**src/cmdsel_consts.vh**
```
`ifndef CMDSEL_CONSTS_VH
`define CMDSEL_CONSTS_VH

// Register byte offsets
`define CMDSEL_OFS_CTRL          4'h0
`define CMDSEL_OFS_LOCAL         4'h4
`define CMDSEL_OFS_STATUS        4'h8
`define CMDSEL_OFS_FREQ          4'hC

// Control register fields
`define CMDSEL_CTRL_SER_LSB      0
`define CMDSEL_CTRL_SER_MSB      3
`define CMDSEL_CTRL_FB_LSB       4
`define CMDSEL_CTRL_FB_MSB       5
`define CMDSEL_CTRL_LINK_ASSIGN  8

// Local register fields
`define CMDSEL_LOCAL_FREQ_SEL    0
`define CMDSEL_LOCAL_RUN_SEL     1

// Status register fields
`define CMDSEL_STAT_FSRC_LSB     0
`define CMDSEL_STAT_RSRC_LSB     2
`define CMDSEL_STAT_LINK_LEVEL   4
`define CMDSEL_STAT_EFFECTIVE    5
`define CMDSEL_STAT_RUN_LSB      6

// Reset values
`define CMDSEL_RST_SER_CODE      4'h0
`define CMDSEL_RST_FB_CODE       2'h0
`define CMDSEL_RST_LINK_ASSIGN   1'b0
`define CMDSEL_RST_FREQ_SEL      1'b0
`define CMDSEL_RST_RUN_SEL       1'b0

// Highest legal serial-link source code
`define CMDSEL_SER_CODE_MAX      4'h8

// Command source encodings
`define CMDSEL_SRC_LOCAL         2'h0
`define CMDSEL_SRC_KEYPAD_LINK   2'h1
`define CMDSEL_SRC_TERM_LINK     2'h2
`define CMDSEL_SRC_FIELDBUS      2'h3

// Field-bus source codes
`define CMDSEL_FB_NONE           2'h0
`define CMDSEL_FB_FREQ           2'h1
`define CMDSEL_FB_RUN            2'h2
`define CMDSEL_FB_BOTH           2'h3

`endif

```
**src/cmdsel_core.v**
```verilog
// Contract
// - Serial-link source code and field-bus source code are kept as separate settings.
// - Serial code 0..8 picks frequency and run source each from local, keypad link, terminal link.
// - Field-bus code 0..3: none, frequency, run, or both taken from the field bus.
// - Local frequency from setting or multistep; local run from keypad or terminals.
// - Keypad-port link shares the keypad connector; terminal link uses terminal-block port.
// - Assigned link-enable input active: both source codes apply as configured.
// - Assigned link-enable input inactive: both commands come from local sources.
// - Remote party reads operating data and settings, writes frequency and run commands.
//
// The implementer's own choices: the placing of the registers and the Avalon-MM slave port.
`include "cmdsel_consts.vh"

module cmdsel_core #(
	parameter FREQ_W = 16,
	parameter RUN_W  = 2
) (
	input  wire              clk,
	input  wire              reset_n,
	input  wire [3:0]        avs_address,
	input  wire              avs_read,
	input  wire              avs_write,
	input  wire [31:0]       avs_writedata,
	input  wire [3:0]        avs_byteenable,
	output reg  [31:0]       avs_readdata,
	output wire              avs_waitrequest,
	input  wire              link_enable_input,
	input  wire              multistep_select,
	input  wire [RUN_W-1:0]  terminal_run,
	input  wire [FREQ_W-1:0] primary_freq,
	input  wire [FREQ_W-1:0] secondary_freq,
	input  wire [FREQ_W-1:0] multistep_freq,
	input  wire [RUN_W-1:0]  keypad_run,
	input  wire [FREQ_W-1:0] keypad_link_freq,
	input  wire [RUN_W-1:0]  keypad_link_run,
	input  wire [FREQ_W-1:0] term_link_freq,
	input  wire [RUN_W-1:0]  term_link_run,
	input  wire [FREQ_W-1:0] fieldbus_freq,
	input  wire [RUN_W-1:0]  fieldbus_run,
	output reg  [FREQ_W-1:0] freq_cmd,
	output reg  [RUN_W-1:0]  run_cmd,
	output reg  [1:0]        freq_source,
	output reg  [1:0]        run_source
);

	// One synchroniser lane per pin: link-enable, multistep select, terminal run
	localparam SYNC_W = RUN_W + 2;

	// Frequency source picked by a serial-link code
	function [1:0] ser_freq_src;
		input [3:0] code;
		begin
			case (code)
				4'h0: ser_freq_src = `CMDSEL_SRC_LOCAL;
				4'h1: ser_freq_src = `CMDSEL_SRC_KEYPAD_LINK;
				4'h2: ser_freq_src = `CMDSEL_SRC_LOCAL;
				4'h3: ser_freq_src = `CMDSEL_SRC_KEYPAD_LINK;
				4'h4: ser_freq_src = `CMDSEL_SRC_TERM_LINK;
				4'h5: ser_freq_src = `CMDSEL_SRC_TERM_LINK;
				4'h6: ser_freq_src = `CMDSEL_SRC_LOCAL;
				4'h7: ser_freq_src = `CMDSEL_SRC_KEYPAD_LINK;
				4'h8: ser_freq_src = `CMDSEL_SRC_TERM_LINK;
				default: ser_freq_src = `CMDSEL_SRC_LOCAL;
			endcase
		end
	endfunction

	// Run source picked by a serial-link code
	function [1:0] ser_run_src;
		input [3:0] code;
		begin
			case (code)
				4'h0: ser_run_src = `CMDSEL_SRC_LOCAL;
				4'h1: ser_run_src = `CMDSEL_SRC_LOCAL;
				4'h2: ser_run_src = `CMDSEL_SRC_KEYPAD_LINK;
				4'h3: ser_run_src = `CMDSEL_SRC_KEYPAD_LINK;
				4'h4: ser_run_src = `CMDSEL_SRC_LOCAL;
				4'h5: ser_run_src = `CMDSEL_SRC_KEYPAD_LINK;
				4'h6: ser_run_src = `CMDSEL_SRC_TERM_LINK;
				4'h7: ser_run_src = `CMDSEL_SRC_TERM_LINK;
				4'h8: ser_run_src = `CMDSEL_SRC_TERM_LINK;
				default: ser_run_src = `CMDSEL_SRC_LOCAL;
			endcase
		end
	endfunction

	// Pin synchronisers
	// Only the second stage feeds logic; the first may still be settling
	wire [SYNC_W-1:0] pin_async;
	reg  [SYNC_W-1:0] pin_meta;
	reg  [SYNC_W-1:0] pin_sync;

	assign pin_async = {terminal_run, multistep_select, link_enable_input};

	genvar gi;
	generate
		for (gi = 0; gi < SYNC_W; gi = gi + 1) begin : g_sync
			always @(posedge clk or negedge reset_n) begin
				if (!reset_n) begin
					pin_meta[gi] <= 1'b0;
					pin_sync[gi] <= 1'b0;
				end else begin
					pin_meta[gi] <= pin_async[gi];
					pin_sync[gi] <= pin_meta[gi];
				end
			end
		end
	endgenerate

	wire             link_level;
	wire             ms_level;
	wire [RUN_W-1:0] term_run_level;

	assign link_level     = pin_sync[0];
	assign ms_level       = pin_sync[1];
	assign term_run_level = pin_sync[SYNC_W-1:2];

	// Software settings
	reg [3:0] serial_link_source_code;
	reg [1:0] fieldbus_source_code;
	reg       link_enable_assigned;
	reg       local_freq_select;
	reg       local_run_source_setting;

	// Bus handshake: every access is answered on the second edge
	reg  bus_ack;
	wire bus_req;
	wire bus_take;

	assign bus_req         = avs_read | avs_write;
	assign bus_take        = bus_req & ~bus_ack;
	assign avs_waitrequest = bus_req & ~bus_ack;

	// Ack lasts one cycle, so a request still held begins a fresh access
	always @(posedge clk or negedge reset_n) begin
		if (!reset_n) begin
			bus_ack <= 1'b0;
		end else begin
			bus_ack <= bus_take;
		end
	end

	// Register writes take effect on the edge the master sees waitrequest low
	wire wr_now;
	wire wr_ctrl;
	wire wr_local;

	assign wr_now   = avs_write & bus_ack;
	assign wr_ctrl  = wr_now & (avs_address == `CMDSEL_OFS_CTRL);
	assign wr_local = wr_now & (avs_address == `CMDSEL_OFS_LOCAL);

	// Only the serial code has a range to police; the field-bus code uses all four values
	wire [3:0] wr_ser_code;
	assign wr_ser_code = avs_writedata[`CMDSEL_CTRL_SER_MSB:`CMDSEL_CTRL_SER_LSB];

	// Two independent codes; an out-of-range serial code keeps the old value
	always @(posedge clk or negedge reset_n) begin
		if (!reset_n) begin
			serial_link_source_code <= `CMDSEL_RST_SER_CODE;
			fieldbus_source_code    <= `CMDSEL_RST_FB_CODE;
			link_enable_assigned    <= `CMDSEL_RST_LINK_ASSIGN;
		end else if (wr_ctrl) begin
			if (avs_byteenable[0] && wr_ser_code <= `CMDSEL_SER_CODE_MAX) begin
				serial_link_source_code <= wr_ser_code;
			end
			if (avs_byteenable[0]) begin
				fieldbus_source_code <= avs_writedata[`CMDSEL_CTRL_FB_MSB:`CMDSEL_CTRL_FB_LSB];
			end
			if (avs_byteenable[1]) begin
				link_enable_assigned <= avs_writedata[`CMDSEL_CTRL_LINK_ASSIGN];
			end
		end
	end

	always @(posedge clk or negedge reset_n) begin
		if (!reset_n) begin
			local_freq_select        <= `CMDSEL_RST_FREQ_SEL;
			local_run_source_setting <= `CMDSEL_RST_RUN_SEL;
		end else if (wr_local && avs_byteenable[0]) begin
			local_freq_select        <= avs_writedata[`CMDSEL_LOCAL_FREQ_SEL];
			local_run_source_setting <= avs_writedata[`CMDSEL_LOCAL_RUN_SEL];
		end
	end

	// Codes apply when link-enable is unassigned or its input is on
	wire codes_effective;
	assign codes_effective = ~link_enable_assigned | link_level;

	// Source choice
	// Field-bus code overrides per command; link-enable off forces both local
	reg [1:0] next_freq_source;
	reg [1:0] next_run_source;

	always @* begin
		next_freq_source = ser_freq_src(serial_link_source_code);
		next_run_source  = ser_run_src(serial_link_source_code);
		if (fieldbus_source_code == `CMDSEL_FB_FREQ || fieldbus_source_code == `CMDSEL_FB_BOTH) begin
			next_freq_source = `CMDSEL_SRC_FIELDBUS;
		end
		if (fieldbus_source_code == `CMDSEL_FB_RUN || fieldbus_source_code == `CMDSEL_FB_BOTH) begin
			next_run_source = `CMDSEL_SRC_FIELDBUS;
		end
		if (!codes_effective) begin
			next_freq_source = `CMDSEL_SRC_LOCAL;
			next_run_source  = `CMDSEL_SRC_LOCAL;
		end
	end

	// Local commands
	// The multistep pin overrides the software frequency choice
	reg [FREQ_W-1:0] local_freq;
	reg [RUN_W-1:0]  local_run;

	always @* begin
		if (ms_level) begin
			local_freq = multistep_freq;
		end else if (local_freq_select) begin
			local_freq = secondary_freq;
		end else begin
			local_freq = primary_freq;
		end
		if (local_run_source_setting) begin
			local_run = term_run_level;
		end else begin
			local_run = keypad_run;
		end
	end

	// Command multiplexers
	reg [FREQ_W-1:0] next_freq_cmd;
	reg [RUN_W-1:0]  next_run_cmd;

	always @* begin
		case (next_freq_source)
			`CMDSEL_SRC_LOCAL:       next_freq_cmd = local_freq;
			`CMDSEL_SRC_KEYPAD_LINK: next_freq_cmd = keypad_link_freq;
			`CMDSEL_SRC_TERM_LINK:   next_freq_cmd = term_link_freq;
			`CMDSEL_SRC_FIELDBUS:    next_freq_cmd = fieldbus_freq;
			default:                 next_freq_cmd = local_freq;
		endcase
		case (next_run_source)
			`CMDSEL_SRC_LOCAL:       next_run_cmd = local_run;
			`CMDSEL_SRC_KEYPAD_LINK: next_run_cmd = keypad_link_run;
			`CMDSEL_SRC_TERM_LINK:   next_run_cmd = term_link_run;
			`CMDSEL_SRC_FIELDBUS:    next_run_cmd = fieldbus_run;
			default:                 next_run_cmd = local_run;
		endcase
	end

	// Commands and their source codes change on the same edge
	always @(posedge clk or negedge reset_n) begin
		if (!reset_n) begin
			freq_cmd    <= {FREQ_W{1'b0}};
			run_cmd     <= {RUN_W{1'b0}};
			freq_source <= `CMDSEL_SRC_LOCAL;
			run_source  <= `CMDSEL_SRC_LOCAL;
		end else begin
			freq_cmd    <= next_freq_cmd;
			run_cmd     <= next_run_cmd;
			freq_source <= next_freq_source;
			run_source  <= next_run_source;
		end
	end

	// Read data, captured on the edge that takes the request
	reg [31:0] next_readdata;

	always @* begin
		next_readdata = 32'h0000_0000;
		case (avs_address)
			`CMDSEL_OFS_CTRL: begin
				next_readdata[`CMDSEL_CTRL_SER_MSB:`CMDSEL_CTRL_SER_LSB] = serial_link_source_code;
				next_readdata[`CMDSEL_CTRL_FB_MSB:`CMDSEL_CTRL_FB_LSB]   = fieldbus_source_code;
				next_readdata[`CMDSEL_CTRL_LINK_ASSIGN]                  = link_enable_assigned;
			end
			`CMDSEL_OFS_LOCAL: begin
				next_readdata[`CMDSEL_LOCAL_FREQ_SEL] = local_freq_select;
				next_readdata[`CMDSEL_LOCAL_RUN_SEL]  = local_run_source_setting;
			end
			`CMDSEL_OFS_STATUS: begin
				next_readdata[`CMDSEL_STAT_FSRC_LSB+1:`CMDSEL_STAT_FSRC_LSB] = freq_source;
				next_readdata[`CMDSEL_STAT_RSRC_LSB+1:`CMDSEL_STAT_RSRC_LSB] = run_source;
				next_readdata[`CMDSEL_STAT_LINK_LEVEL]                       = link_level;
				next_readdata[`CMDSEL_STAT_EFFECTIVE]                        = codes_effective;
				next_readdata[`CMDSEL_STAT_RUN_LSB+RUN_W-1:`CMDSEL_STAT_RUN_LSB] = run_cmd;
			end
			`CMDSEL_OFS_FREQ: begin
				next_readdata[FREQ_W-1:0] = freq_cmd;
			end
			default: begin
				next_readdata = 32'h0000_0000;
			end
		endcase
	end

	// Held until the next read is taken, so a slow master still sees it
	always @(posedge clk or negedge reset_n) begin
		if (!reset_n) begin
			avs_readdata <= 32'h0000_0000;
		end else if (bus_take && avs_read) begin
			avs_readdata <= next_readdata;
		end
	end

endmodule

```
**config.mk**
```make
export PLATFORM = sky130hd
export DESIGN_NAME = cmdsel_core
export DESIGN_NICKNAME = d
export VERILOG_FILES = /design/src/cmdsel_core.v
export VERILOG_INCLUDE_DIRS = /design/src
export SDC_FILE = /design/constraint.sdc
export NUM_CORES = 1
export LEC_CHECK = 0
export ABC_AREA = 1
export BUFFER_PORTS_ARGS = -buffer_cell sky130_fd_sc_hd__buf_4
export CAP_MARGIN = 20
export CORE_UTILIZATION = 40
export CTS_CLUSTER_SIZE = 10
export DETAILED_ROUTE_END_ITERATION = 7
export GPL_TIMING_DRIVEN = 0
export PLACE_DENSITY = 0.89
export SLEW_MARGIN = 15
export SYNTH_ARGS = -nofsm -noshare
export SYNTH_HDL_FRONTEND = slang
export SYNTH_SLANG_ARGS = --single-unit
```
**constraint.sdc**
```tcl
create_clock -name clk -period 1.5 [get_ports clk]
set_input_delay 0.075 -clock clk [delete_from_list [all_inputs] [get_ports clk]]
set_output_delay 0.075 -clock clk [all_outputs]
set_load 0.005 [all_outputs]
```
==> results.ini, run 1 <==
[setup_path]
critPathSlowestCell = dfrtp_1
critPathLaunchType = flop
crit_path_frequent_cell = buf_6
rr_worst_depth = 8
cp-end-kind = flop
path_class = reg2reg
crit-reg2reg-launch = ser_freq_src.code[2]
path_max_fanout = 10
r2r-end = freq_cmd[6]
r2r_slack_ns = -0.03
max_stage_delay_ns = 0.39
cp_cell_sequence = buf_6, nor2_4, nand2_2, nand3_4, nand2_8, buf_6, nand3_1, nand4_1
crit_required_ns = 1.67
crit_arrival_ns = 1.70
critical_path.startpoint = ser_freq_src.code[2]

[placement]
port-buffer-count = 163
dp.final_hpwl_um = 8348
dp.cells = 684
gp_congestion = 0.9672

[clock_network]
clockRootBuffer = clkbuf_8
clk_latency_ns = 0.31
cts_buffer_depth = 2
cts.sinks = 56
cts_htree_levels = 2
cts_tree = built
cts_buffers = 5
path_clk_slew_ns = 0.10

[sta]
fmax_ghz = 0.6521
period_share = 1.022
fin_skew_ns = 0.006201
final_max_slew_viol_count = 0
worst_slack_ns = -0.03343
hold_slack_ns = 0.009290
hold_viol = 0
rsz0062_at_grt = yes
worstMarginPinSlew_ns = 0.6830
max_slew_margin = 0.5447
fin_crit_ns = 1.533
setup-violations-final = 7

[floorplanning]
rows = 32
ios = 207
fp.dieArea_sq_mm = 0.008325
die_w_um = 91.24
start_util = 0.4122
die_h_um = 91.24
core-area_sq_mm = 0.007727

[detailed_routing]
totalWireLength_um = 11040
viasPerCell = 5.161
wl_per_cell_um = 15.31
drt_first_pass_iters = 7
via_count = 3721
drtIter0Drc = 291
remaining_drc_errors = 0
antenna_left = 0

[grt]
antenna_found_initial = 0
overflow = 0
grt_pass1_wl_um = 16680
grt_pass1_vias = 3482
grt_max_degree = 57
grtUsageTotal = 0.2536

[synthesis]
yosysTopAreaCellShare = 0.4399
synthTopCellsByArea = dfrtp_1, nand2_1, nand3_1
synth_edf_count = 0
syn_area_sq_mm = 0.003186
syn_area_per_cell_sq_um = 7.885
ys_ff_latch = 56
synth_top_area_cell = dfrtp_1
synthArstFlopShare = 1.000
yosys-top-cells-count = nand2_1, nand3_1, dfrtp_1, o21ai_0, inv_1
yosys_warnings = 0
synth_cell_type_count = 33
netlist_instances = 404
ys_seq_area_frac = 0.4399
yosysMostFrequentCell = nand2_1
synthFlopType = dfrtp_1

[layout]
layout.nets = 770
n_fill_cell = 659
layout-drive-gt1-share = 0.3926
fin_cells = 721
area_growth_pct = 57.70
antenna_cells = 0

[job]
maxCapViolCount = 0

[worst_hold_path]
min_to = freq_cmd[4]
hold_path.class = in2reg
hold_path_startpoint = term_link_freq[4]
holdPathStages = 3

[power_and_ir_drop]
p_leak_nw = 2.602
power.density_mw_per_mm2 = 926.3
ir_worst_vdd_mv = 0.4463

[status]
status = finished, violations left
violations = setup timing

## layout by cell type, fill, tap and decap left out, drive strengths merged
master	synthesis	routed
o21bai	1	1
dlygate4sd3	0	14
nor3	3	3
clkinv	1	3
inv	36	37
nand2	116	116
nand4	22	22
o211ai	3	3
a22o	7	7
nor2	14	14
a21oi	1	1
buf	28	205
clkbuf	5	11
nor3b	1	1
nand3	63	63
o22ai	2	2
o311ai	1	1
conb	1	16
o21a	1	1
o21ai	42	42
dfrtp	56	56
## worst max-delay path, delay by kind of cell (launching register included)
kind                   cells  cell delay (ns)
buffers and inverters      2             0.30
and+or+nand+nor            6             0.69
DFF                        1             0.39
## final cells by class
cell class | count | area [sq um] | share of cell area
timing repair buffer | 192 | 1510 | 0.3006
multi-input combinational | 293 | 1491 | 0.2969
sequential | 56 | 1403 | 0.2792
buffer | 33 | 259.0 | 0.05156
inverter | 37 | 141.4 | 0.02814
tap | 102 | 127.6 | 0.02540
clock buffer | 5 | 68.82 | 0.01370
clock inverter | 3 | 22.52 | 0.004483
## logic make-up (layout without fill, tap and decap cells)
group	after synthesis	after routing	synth area share
DFF	56	56	0.4399
AOI/OAI and AO/OA	58	58	0.1064
buffers and inverters	70	270	0.1214
other	1	16	0.001177
and+or+nand+nor	219	219	0.3311
## power breakdown
group / internal (mW) / total (mW) / switching, mW
clock network: 0.336 / 0.846 / 0.510
registers: 1.76 / 1.91 / 0.158
logic: 0.956 / 1.89 / 0.937
## metal layers
metal | vias up | wire length (um) | track usage
met5 | - | 0 | 0
met4 | 0 | 616 | 0.1111
met3 | 69 | 895 | 0.05528
met2 | 232 | 5228 | 0.4312
met1 | 1674 | 4299 | 0.3084
li1 | 1746 | - | -
## how the worst max path moves through the flow
stage	end	slack (ns)	depth (start not counted)
floorplan	freq_cmd[14]	0.21	8
global placement	freq_cmd[6]	-0.03	6
detailed placement	freq_cmd[6]	-0.03	6
CTS	freq_cmd[12]	-0.004	8
global route	freq_cmd[10]	-0.12	8
finish	freq_cmd[6]	-0.03	8
## state kept, by name, summed over array words and instances (netlist names)
signal	cells
local_freq_select	1
bus_ack	1
ser_freq_src.code	4
link_enable_assigned	1
freq_source	2
pin_sync	2
run_source	2
fieldbus_source_code	2
pin_meta	4
link_level	1
avs_readdata	16
local_run_source_setting	1
run_cmd	2
ms_level	1
freq_cmd	16
## stage by stage
stage | setup slack [ns] | utilization | power (mW) | instance area (sq um) | TNS (ns)
after floorplan | 0.2093 | - | 2.723 | 3242 | 0
after global placement | -0.02735 | 0.5944 | 3.533 | 4593 | -0.04217
after detailed placement | -0.02831 | 0.5944 | 3.586 | 4593 | -0.04814
after CTS | -0.003735 | 0.6278 | 4.476 | 4851 | -0.005396
after global routing | -0.1234 | 0.6501 | 4.912 | 5024 | -0.7857
final | -0.03343 | 0.6501 | 4.653 | 5024 | -0.07037
## timing repair
item | 4_1_cts | 5_1_grt
resized for setup | 3 | 20
pin swaps | 2 | 5
hold endpoints to repair | 69 | 0
gates cloned | 0 | 2
setup buffers | 2 | 11
endpoints found under the setup margin | 6 | 19
hold buffers | 14 | 0
Power figures use the tool's default switching activity.
==> run 2: changes to the inputs <==
--- a/config.mk
+++ b/config.mk
@@ -9,6 +9,7 @@
 export ABC_AREA = 1
 export BUFFER_PORTS_ARGS = -buffer_cell sky130_fd_sc_hd__buf_4
 export CAP_MARGIN = 20
+export CORE_ASPECT_RATIO = 0.8
 export CORE_UTILIZATION = 40
 export CTS_CLUSTER_SIZE = 10
 export DETAILED_ROUTE_END_ITERATION = 7
==> run 2 against run 1 <==
Against the previous run:
- the run still ends with setup timing left
- routed wire length barely moved
- final area rose by 0.37%
- global-route usage fell by 0.54 points
- critical path depth did not move
- register-to-register slack barely moved
- largest cell class unchanged
- utilization rose by 1.6 points
- clock power rose by 2%
- sequential share of layout area fell by 0.10 points
==> results.ini, run 2 (synthesized netlist as in run 1, its figures left out) <==
[detailed_routing]
drt_first_pass_iters = 6  ; was 7
remaining_drc_errors = 0  ; unchanged
antenna_left = 0  ; unchanged
totalWireLength_um = 11030  ; was 11,040 um
viasPerCell = 5.143  ; was 5.161
via_count = 3744  ; was 3,721
wl_per_cell_um = 15.15  ; was 15.31 um
drtIter0Drc = 224  ; was 291

[clock_network]
cts_buffers = 5  ; unchanged
cts_htree_levels = 2  ; unchanged
clk_latency_ns = 0.31  ; about the same
cts_buffer_depth = 2  ; unchanged
clockRootBuffer = clkbuf_8  ; unchanged
cts_tree = built  ; unchanged
cts.sinks = 56  ; unchanged
path_clk_slew_ns = 0.11  ; was 0.10 ns

[setup_path]
critPathSlowestCell = dfrtp_1  ; unchanged
critPathLaunchType = flop  ; unchanged
crit_path_frequent_cell = buf_6  ; unchanged
cp_cell_sequence = buf_6, nor2_4, nand2_2, nand3_4, nand2_8, buf_6, nand3_1, nand4_1  ; unchanged
path_class = reg2reg  ; unchanged
max_stage_delay_ns = 0.39  ; about the same
crit_arrival_ns = 1.70  ; about the same
cp-end-kind = flop  ; unchanged
path_max_fanout = 10  ; unchanged
crit_required_ns = 1.65  ; was 1.67 ns

[placement]
dp.final_hpwl_um = 8373  ; was 8348 um
gp_congestion = 0.9193  ; was 0.9672
dpl_cell_area_sq_mm = 0.004597  ; was 0.004593 sq mm
port-buffer-count = 163  ; unchanged

[layout]
layout.nets = 774  ; was 770
n_fill_cell = 624  ; was 659
multi_input_area_sq_mm = 0.001496  ; was 0.001491 sq mm
area_growth_pct = 58.29  ; was 57.70%
seq_area_sq_mm = 0.001403  ; unchanged
reg_top3 = avs_readdata x16, freq_cmd x16  ; unchanged
final_common_cell = buf_4  ; unchanged
antenna_cells = 0  ; unchanged
final_cell_area_sq_mm = 0.005042  ; was 0.005024 sq mm
layout-drive-gt1-share = 0.3900  ; was 0.3926
final_util = 0.6663  ; was 0.6501
mostFrequentLayoutCells = buf_4, nand2_1, nand3_1  ; unchanged

[worst_hold_path]
hold_path.class = in2reg  ; unchanged

[sta]
period_share = 1.028  ; was 1.022
setup-violations-final = 1  ; was 7
fmax_ghz = 0.6484  ; was 0.6521 GHz
hold_slack_ns = 0.01099  ; was 0.009290 ns
hold_viol = 0  ; unchanged
fin_crit_ns = 1.542  ; was 1.533 ns
rsz0062_at_grt = yes  ; unchanged
max_slew_margin = 0.5365  ; was 0.5447
worst_slack_ns = -0.04226  ; was -0.03343 ns
worstMarginPinSlew_ns = 0.6952  ; was 0.6830 ns
final_max_slew_viol_count = 0  ; unchanged
fin_skew_ns = 0.01089  ; was 0.006201 ns

[job]
maxCapViolCount = 0  ; unchanged

[floorplanning]
fp.dieArea_sq_mm = 0.008327  ; was 0.008325 sq mm
core-area_sq_mm = 0.007567  ; was 0.007727 sq mm
die_w_um = 101.8  ; was 91.24 um
ios = 207  ; unchanged
start_util = 0.4210  ; was 0.4122
rows = 28  ; was 32
die_h_um = 81.82  ; was 91.24 um

[power_and_ir_drop]
power.density_mw_per_mm2 = 917.1  ; was 926.3 mW/mm^2
p_leak_nw = 2.598  ; was 2.602 nW
finalPower_mw = 4.624  ; was 4.653 mW
ir_worst_vdd_mv = 0.5833  ; was 0.4463 mV

[grt]
grtUsageTotal = 0.2482  ; was 0.2536
overflow = 0  ; unchanged
grt_max_degree = 57  ; unchanged
grt_pass1_wl_um = 15790  ; was 16,680 um
grt_pass1_vias = 3341  ; was 3,482
antenna_found_initial = 0  ; unchanged

[status]
violations = setup timing  ; unchanged
status = finished, violations left  ; unchanged

run 2: worst max-delay path, delay by kind of cell (launching register included):
| family | cells | cell delay, ns |
|---|---|---|
| simple gates | 6 | 0.69 |
| flops | 1 | 0.39 |
| buf+inv | 2 | 0.31 |
run 2: cell type report:
type                       instances  share of cell area
timing repair buffer             196              0.3012
clock buffer                       5             0.01365
multi-input combinational        293              0.2968
sequential                        56              0.2782
tap                              105             0.02605
buffer                            33             0.05037
inverter                          37             0.02854
clock inverter                     3            0.005211
run 2: worst paths after layout:
| check | slack (ns) | cells after the start | start | endpoint |
|---|---|---|---|---|
| worst max-delay path | -0.04 | 8 | ser_freq_src.code[2] | freq_cmd[12] |
| worst min-delay path | 0.01 | 3 | term_link_freq[6] | freq_cmd[6] |
| worst max register to register | -0.04 | 8 | ser_freq_src.code[2] | freq_cmd[12] |
| worst min register to register | 0.36 | 0 | pin_meta[0] | link_level |
| max in group asynchronous | 0.65 | 2 | reset_n | ser_freq_src.code[0] |
| min in group asynchronous | 0.35 | 2 | reset_n | avs_readdata[3] |
run 2: stage by stage:
step	std cells	setup TNS (ns)	setup slack [ns]
finish	728	-0.04226	-0.04226
global route	728	-0.4843	-0.06325
CTS	714	0	0.003330
detailed placement	687	-0.3027	-0.07141
global placement	687	-0.02361	-0.02361
floorplan	419	0	0.2093
run 2: repair_timing:
action                                 in CTS  in global routing
hold buffers                               19                  0
buffers inserted                            0                 13
pin swaps                                   0                  8
gates resized for setup                     4                 24
gates cloned                                0                  1
setup endpoints to repair                   7                 24
endpoints found under the hold margin      74                  0
run 2: metal layers:
layer	part of all wire	vias to the layer above	track usage
met5	0	-	0
met4	0.039	0	0.08696
met3	0.079	59	0.04596
met2	0.47	224	0.4115
met1	0.41	1703	0.3261
li1	-	1758	-
run 2: power breakdown:
part	total, mW	switching, mW	internal, mW
logic	1.85	0.935	0.915
clock network	0.861	0.520	0.341
registers	1.91	0.158	1.76
total	4.62	1.61	3.01
==> run 3: changes to the inputs <==
--- a/config.mk
+++ b/config.mk
@@ -14,7 +14,9 @@
 export CTS_CLUSTER_SIZE = 10
 export DETAILED_ROUTE_END_ITERATION = 7
 export GPL_TIMING_DRIVEN = 0
+export MAX_ROUTING_LAYER = met4
 export PLACE_DENSITY = 0.89
+export REMOVE_ABC_BUFFERS = 1
 export SLEW_MARGIN = 15
 export SYNTH_ARGS = -nofsm -noshare
 export SYNTH_HDL_FRONTEND = slang
==> run 3 against run 2 <==
Against the previous run:
- non-clock buffer count decreased by 34
- register-to-register slack worse by 0.02 ns
- largest cell class is now multi-input gates
- critical path type unchanged
- utilization fell by 1.9 points
- combinational power is 2% lower
- final cell count fell by 4.3%
- first-iteration DRC count shrank 5.4%
- sequential power up 4%
- count of clock-buffer cells in the layout grew 1
- fmax fell by 1.3%
- critical endpoint is now freq_cmd[4]
- sequential share of layout area increased by 0.90 points
- final area shrank 2.8%
- the run still ends with setup timing left
==> results.ini, run 3 (synthesized netlist as in run 1, its figures left out) <==
[status]
status = finished, violations left  ; unchanged
violations = setup timing  ; unchanged

[setup_path]
crit_required_ns = 1.73  ; was 1.65 ns
path_class = reg2reg  ; unchanged
crit-reg2reg-launch = ser_freq_src.code[3]  ; was ser_freq_src.code[2]
critical_path.startpoint = ser_freq_src.code[3]  ; was ser_freq_src.code[2]
crit_arrival_ns = 1.80  ; was 1.70 ns
rr_worst_depth = 9  ; was 8
r2r_slack_ns = -0.06  ; was -0.04 ns
cp-end-kind = flop  ; unchanged
critPathLaunchType = flop  ; unchanged
endpoint = freq_cmd[4]  ; was freq_cmd[12]
path_max_fanout = 6  ; was 10
r2r-end = freq_cmd[4]  ; was freq_cmd[12]

[power_and_ir_drop]
p_sw_frac = 0.3498  ; was 0.3488
p_seq_frac = 0.427  ; was 0.414
power.density_mw_per_mm2 = 948.5  ; was 917.1 mW/mm^2
finalPower_mw = 4.650  ; was 4.624 mW
comb_power_share = 0.389  ; was 0.400
ir_worst_vdd_mv = 0.4723  ; was 0.5833 mV
power.switching_mw = 1.627  ; was 1.613 mW
pwr-share-clk = 0.184  ; was 0.186
intPower_mw = 3.023  ; was 3.011 mW
p_leak_nw = 2.462  ; was 2.598 nW

[layout]
fin_cells = 697  ; was 728
n_fill_cell = 649  ; was 624
final_common_cell = buf_4  ; unchanged
reg_top3 = avs_readdata x16, freq_cmd x16  ; unchanged
multi_input_area_sq_mm = 0.001559  ; was 0.001496 sq mm
mostFrequentLayoutCells = buf_4, nand2_1, nand3_1  ; unchanged
layout-drive-gt1-share = 0.3716  ; was 0.3900
antenna_cells = 0  ; unchanged
layout.nets = 743  ; was 774
area_growth_pct = 53.89  ; was 58.29%
final_util = 0.6478  ; was 0.6663
seq_area_sq_mm = 0.001408  ; was 0.001403 sq mm

[floorplanning]
rows = 28  ; unchanged
fp.dieArea_sq_mm = 0.008327  ; unchanged
core-area_sq_mm = 0.007567  ; unchanged
die_w_um = 101.8  ; unchanged
start_util = 0.4210  ; unchanged
die_h_um = 81.82  ; unchanged
ios = 207  ; unchanged

[clock_network]
clk_latency_ns = 0.30  ; was 0.31 ns
cts_buffers = 5  ; unchanged
clockRootBuffer = clkbuf_8  ; unchanged
cts_htree_levels = 2  ; unchanged
cts_buffer_depth = 2  ; unchanged
cts.sinks = 56  ; unchanged
path_clk_slew_ns = 0.10  ; was 0.11 ns
cts_tree = built  ; unchanged

[sta]
period_share = 1.042  ; was 1.028
rsz0062_at_grt = yes  ; unchanged
fin_tns_setup_ns = -0.4667  ; was -0.04226 ns
fmax_ghz = 0.6399  ; was 0.6484 GHz
max_slew_margin = 0.5457  ; was 0.5365
worst_slack_ns = -0.06282  ; was -0.04226 ns
hold_slack_ns = 0.01232  ; was 0.01099 ns
hold_viol = 0  ; unchanged
final_max_slew_viol_count = 0  ; unchanged
worstMarginPinSlew_ns = 0.6815  ; was 0.6952 ns
fin_crit_ns = 1.563  ; was 1.542 ns
setup-violations-final = 12  ; was 1
fin_skew_ns = 0.009197  ; was 0.01089 ns

[detailed_routing]
viasPerCell = 5.069  ; was 5.143
via_count = 3533  ; was 3,744
drtIter0Drc = 212  ; was 224
wl_per_cell_um = 15.11  ; was 15.15 um
remaining_drc_errors = 0  ; unchanged
drt_first_pass_iters = 5  ; was 6
totalWireLength_um = 10540  ; was 11,030 um
antenna_left = 0  ; unchanged

[placement]
port-buffer-count = 163  ; unchanged
dp.cells = 654  ; was 687
dp.final_hpwl_um = 7451  ; was 8373 um
gp_congestion = 0.8783  ; was 0.9193

[grt]
antenna_found_initial = 0  ; unchanged
grt_pass1_wl_um = 15310  ; was 15,790 um
overflow = 0  ; unchanged
grt_max_degree = 57  ; unchanged
grtUsageTotal = 0.2501  ; was 0.2482
grt_pass1_vias = 3146  ; was 3,341

[worst_hold_path]
holdPathStages = 3  ; unchanged
hold_path.class = in2reg  ; unchanged

[job]
maxCapViolCount = 0  ; unchanged

run 3: cell types whose count changed in the layout (fill, tap and decap cells not counted), sizes merged:
| cell | change |
|---|---|
| buf | -28 |
| clkbuf | -4 |
| dlygate4sd3 | -1 |
| inv | -1 |
| nor2 | +1 |
| nand2 | +2 |
run 3: area by class of cell:
class | count | area share
clock buffer | 6 | 0.01685
clock inverter | 2 | 0.003063
timing repair buffer | 195 | 0.3178
tap | 105 | 0.02680
inverter | 37 | 0.03037
multi-input combinational | 296 | 0.3180
sequential | 56 | 0.2871
run 3: worst min-delay path by stage:
stage | from | end | slack [ns]
after global routing | avs_writedata[2] | ser_freq_src.code[2] | 0.01
final | avs_writedata[2] | ser_freq_src.code[2] | 0.01
after CTS | avs_writedata[2] | ser_freq_src.code[2] | 0.008
after floorplan | reset_n | avs_readdata[0] | -0.22
after detailed placement | reset_n | bus_ack | 0.16
after global placement | reset_n | link_enable_assigned | 0.16
run 3: power groups by stage:
stage / registers (mW) / clock network (mW) / logic (mW)
final: 1.98 / 0.854 / 1.81
after CTS: 1.98 / 0.872 / 1.65
after global placement: 2.00 / 0 / 1.43
after global routing: 2.02 / 0.943 / 1.96
after detailed placement: 2.01 / 0 / 1.47
after floorplan: 1.95 / 0 / 0.633
run 3: per-layer routing:
layer | routed length, um | up-vias | share of wire | GRT usage
li1 | - | 1691 | - | -
met1 | 4483 | 1608 | 0.43 | 0.3240
met2 | 5186 | 200 | 0.49 | 0.4054
met3 | 633 | 34 | 0.060 | 0.03064
met4 | 231 | 0 | 0.022 | 0.09130
met5 | 0 | - | 0 | -
run 3: worst max-delay path: stages (launching register included):
cell     delay [ns]
dfrtp_1        0.40
inv_2          0.08
nor2_2         0.15
nand2_2        0.09
nand3_4        0.18
nand2_8        0.10
nor2_4         0.21
buf_12         0.14
nand2_1        0.05
nand4_1        0.08
run 3: through the flow:
step           instance area (sq um)  setup slack [ns]
2_1_floorplan                   2997            0.1117
3_3_place_gp                    4352           -0.3060
3_5_place_dp                    4352           -0.3566
4_1_cts                         4741           0.02388
5_1_grt                         4902           -0.1376
6_report                        4902          -0.06282
run 3: timing repair:
| action | CTS | global route |
|---|---|---|
| cloned | 2 | 1 |
| hold endpoints to repair | 73 | 0 |
| hold buffers | 18 | 0 |
| resized for setup | 7 | 16 |
| endpoints found under the setup margin | 18 | 25 |
| buffers inserted | 5 | 10 |
| pin swaps | 5 | 6 |
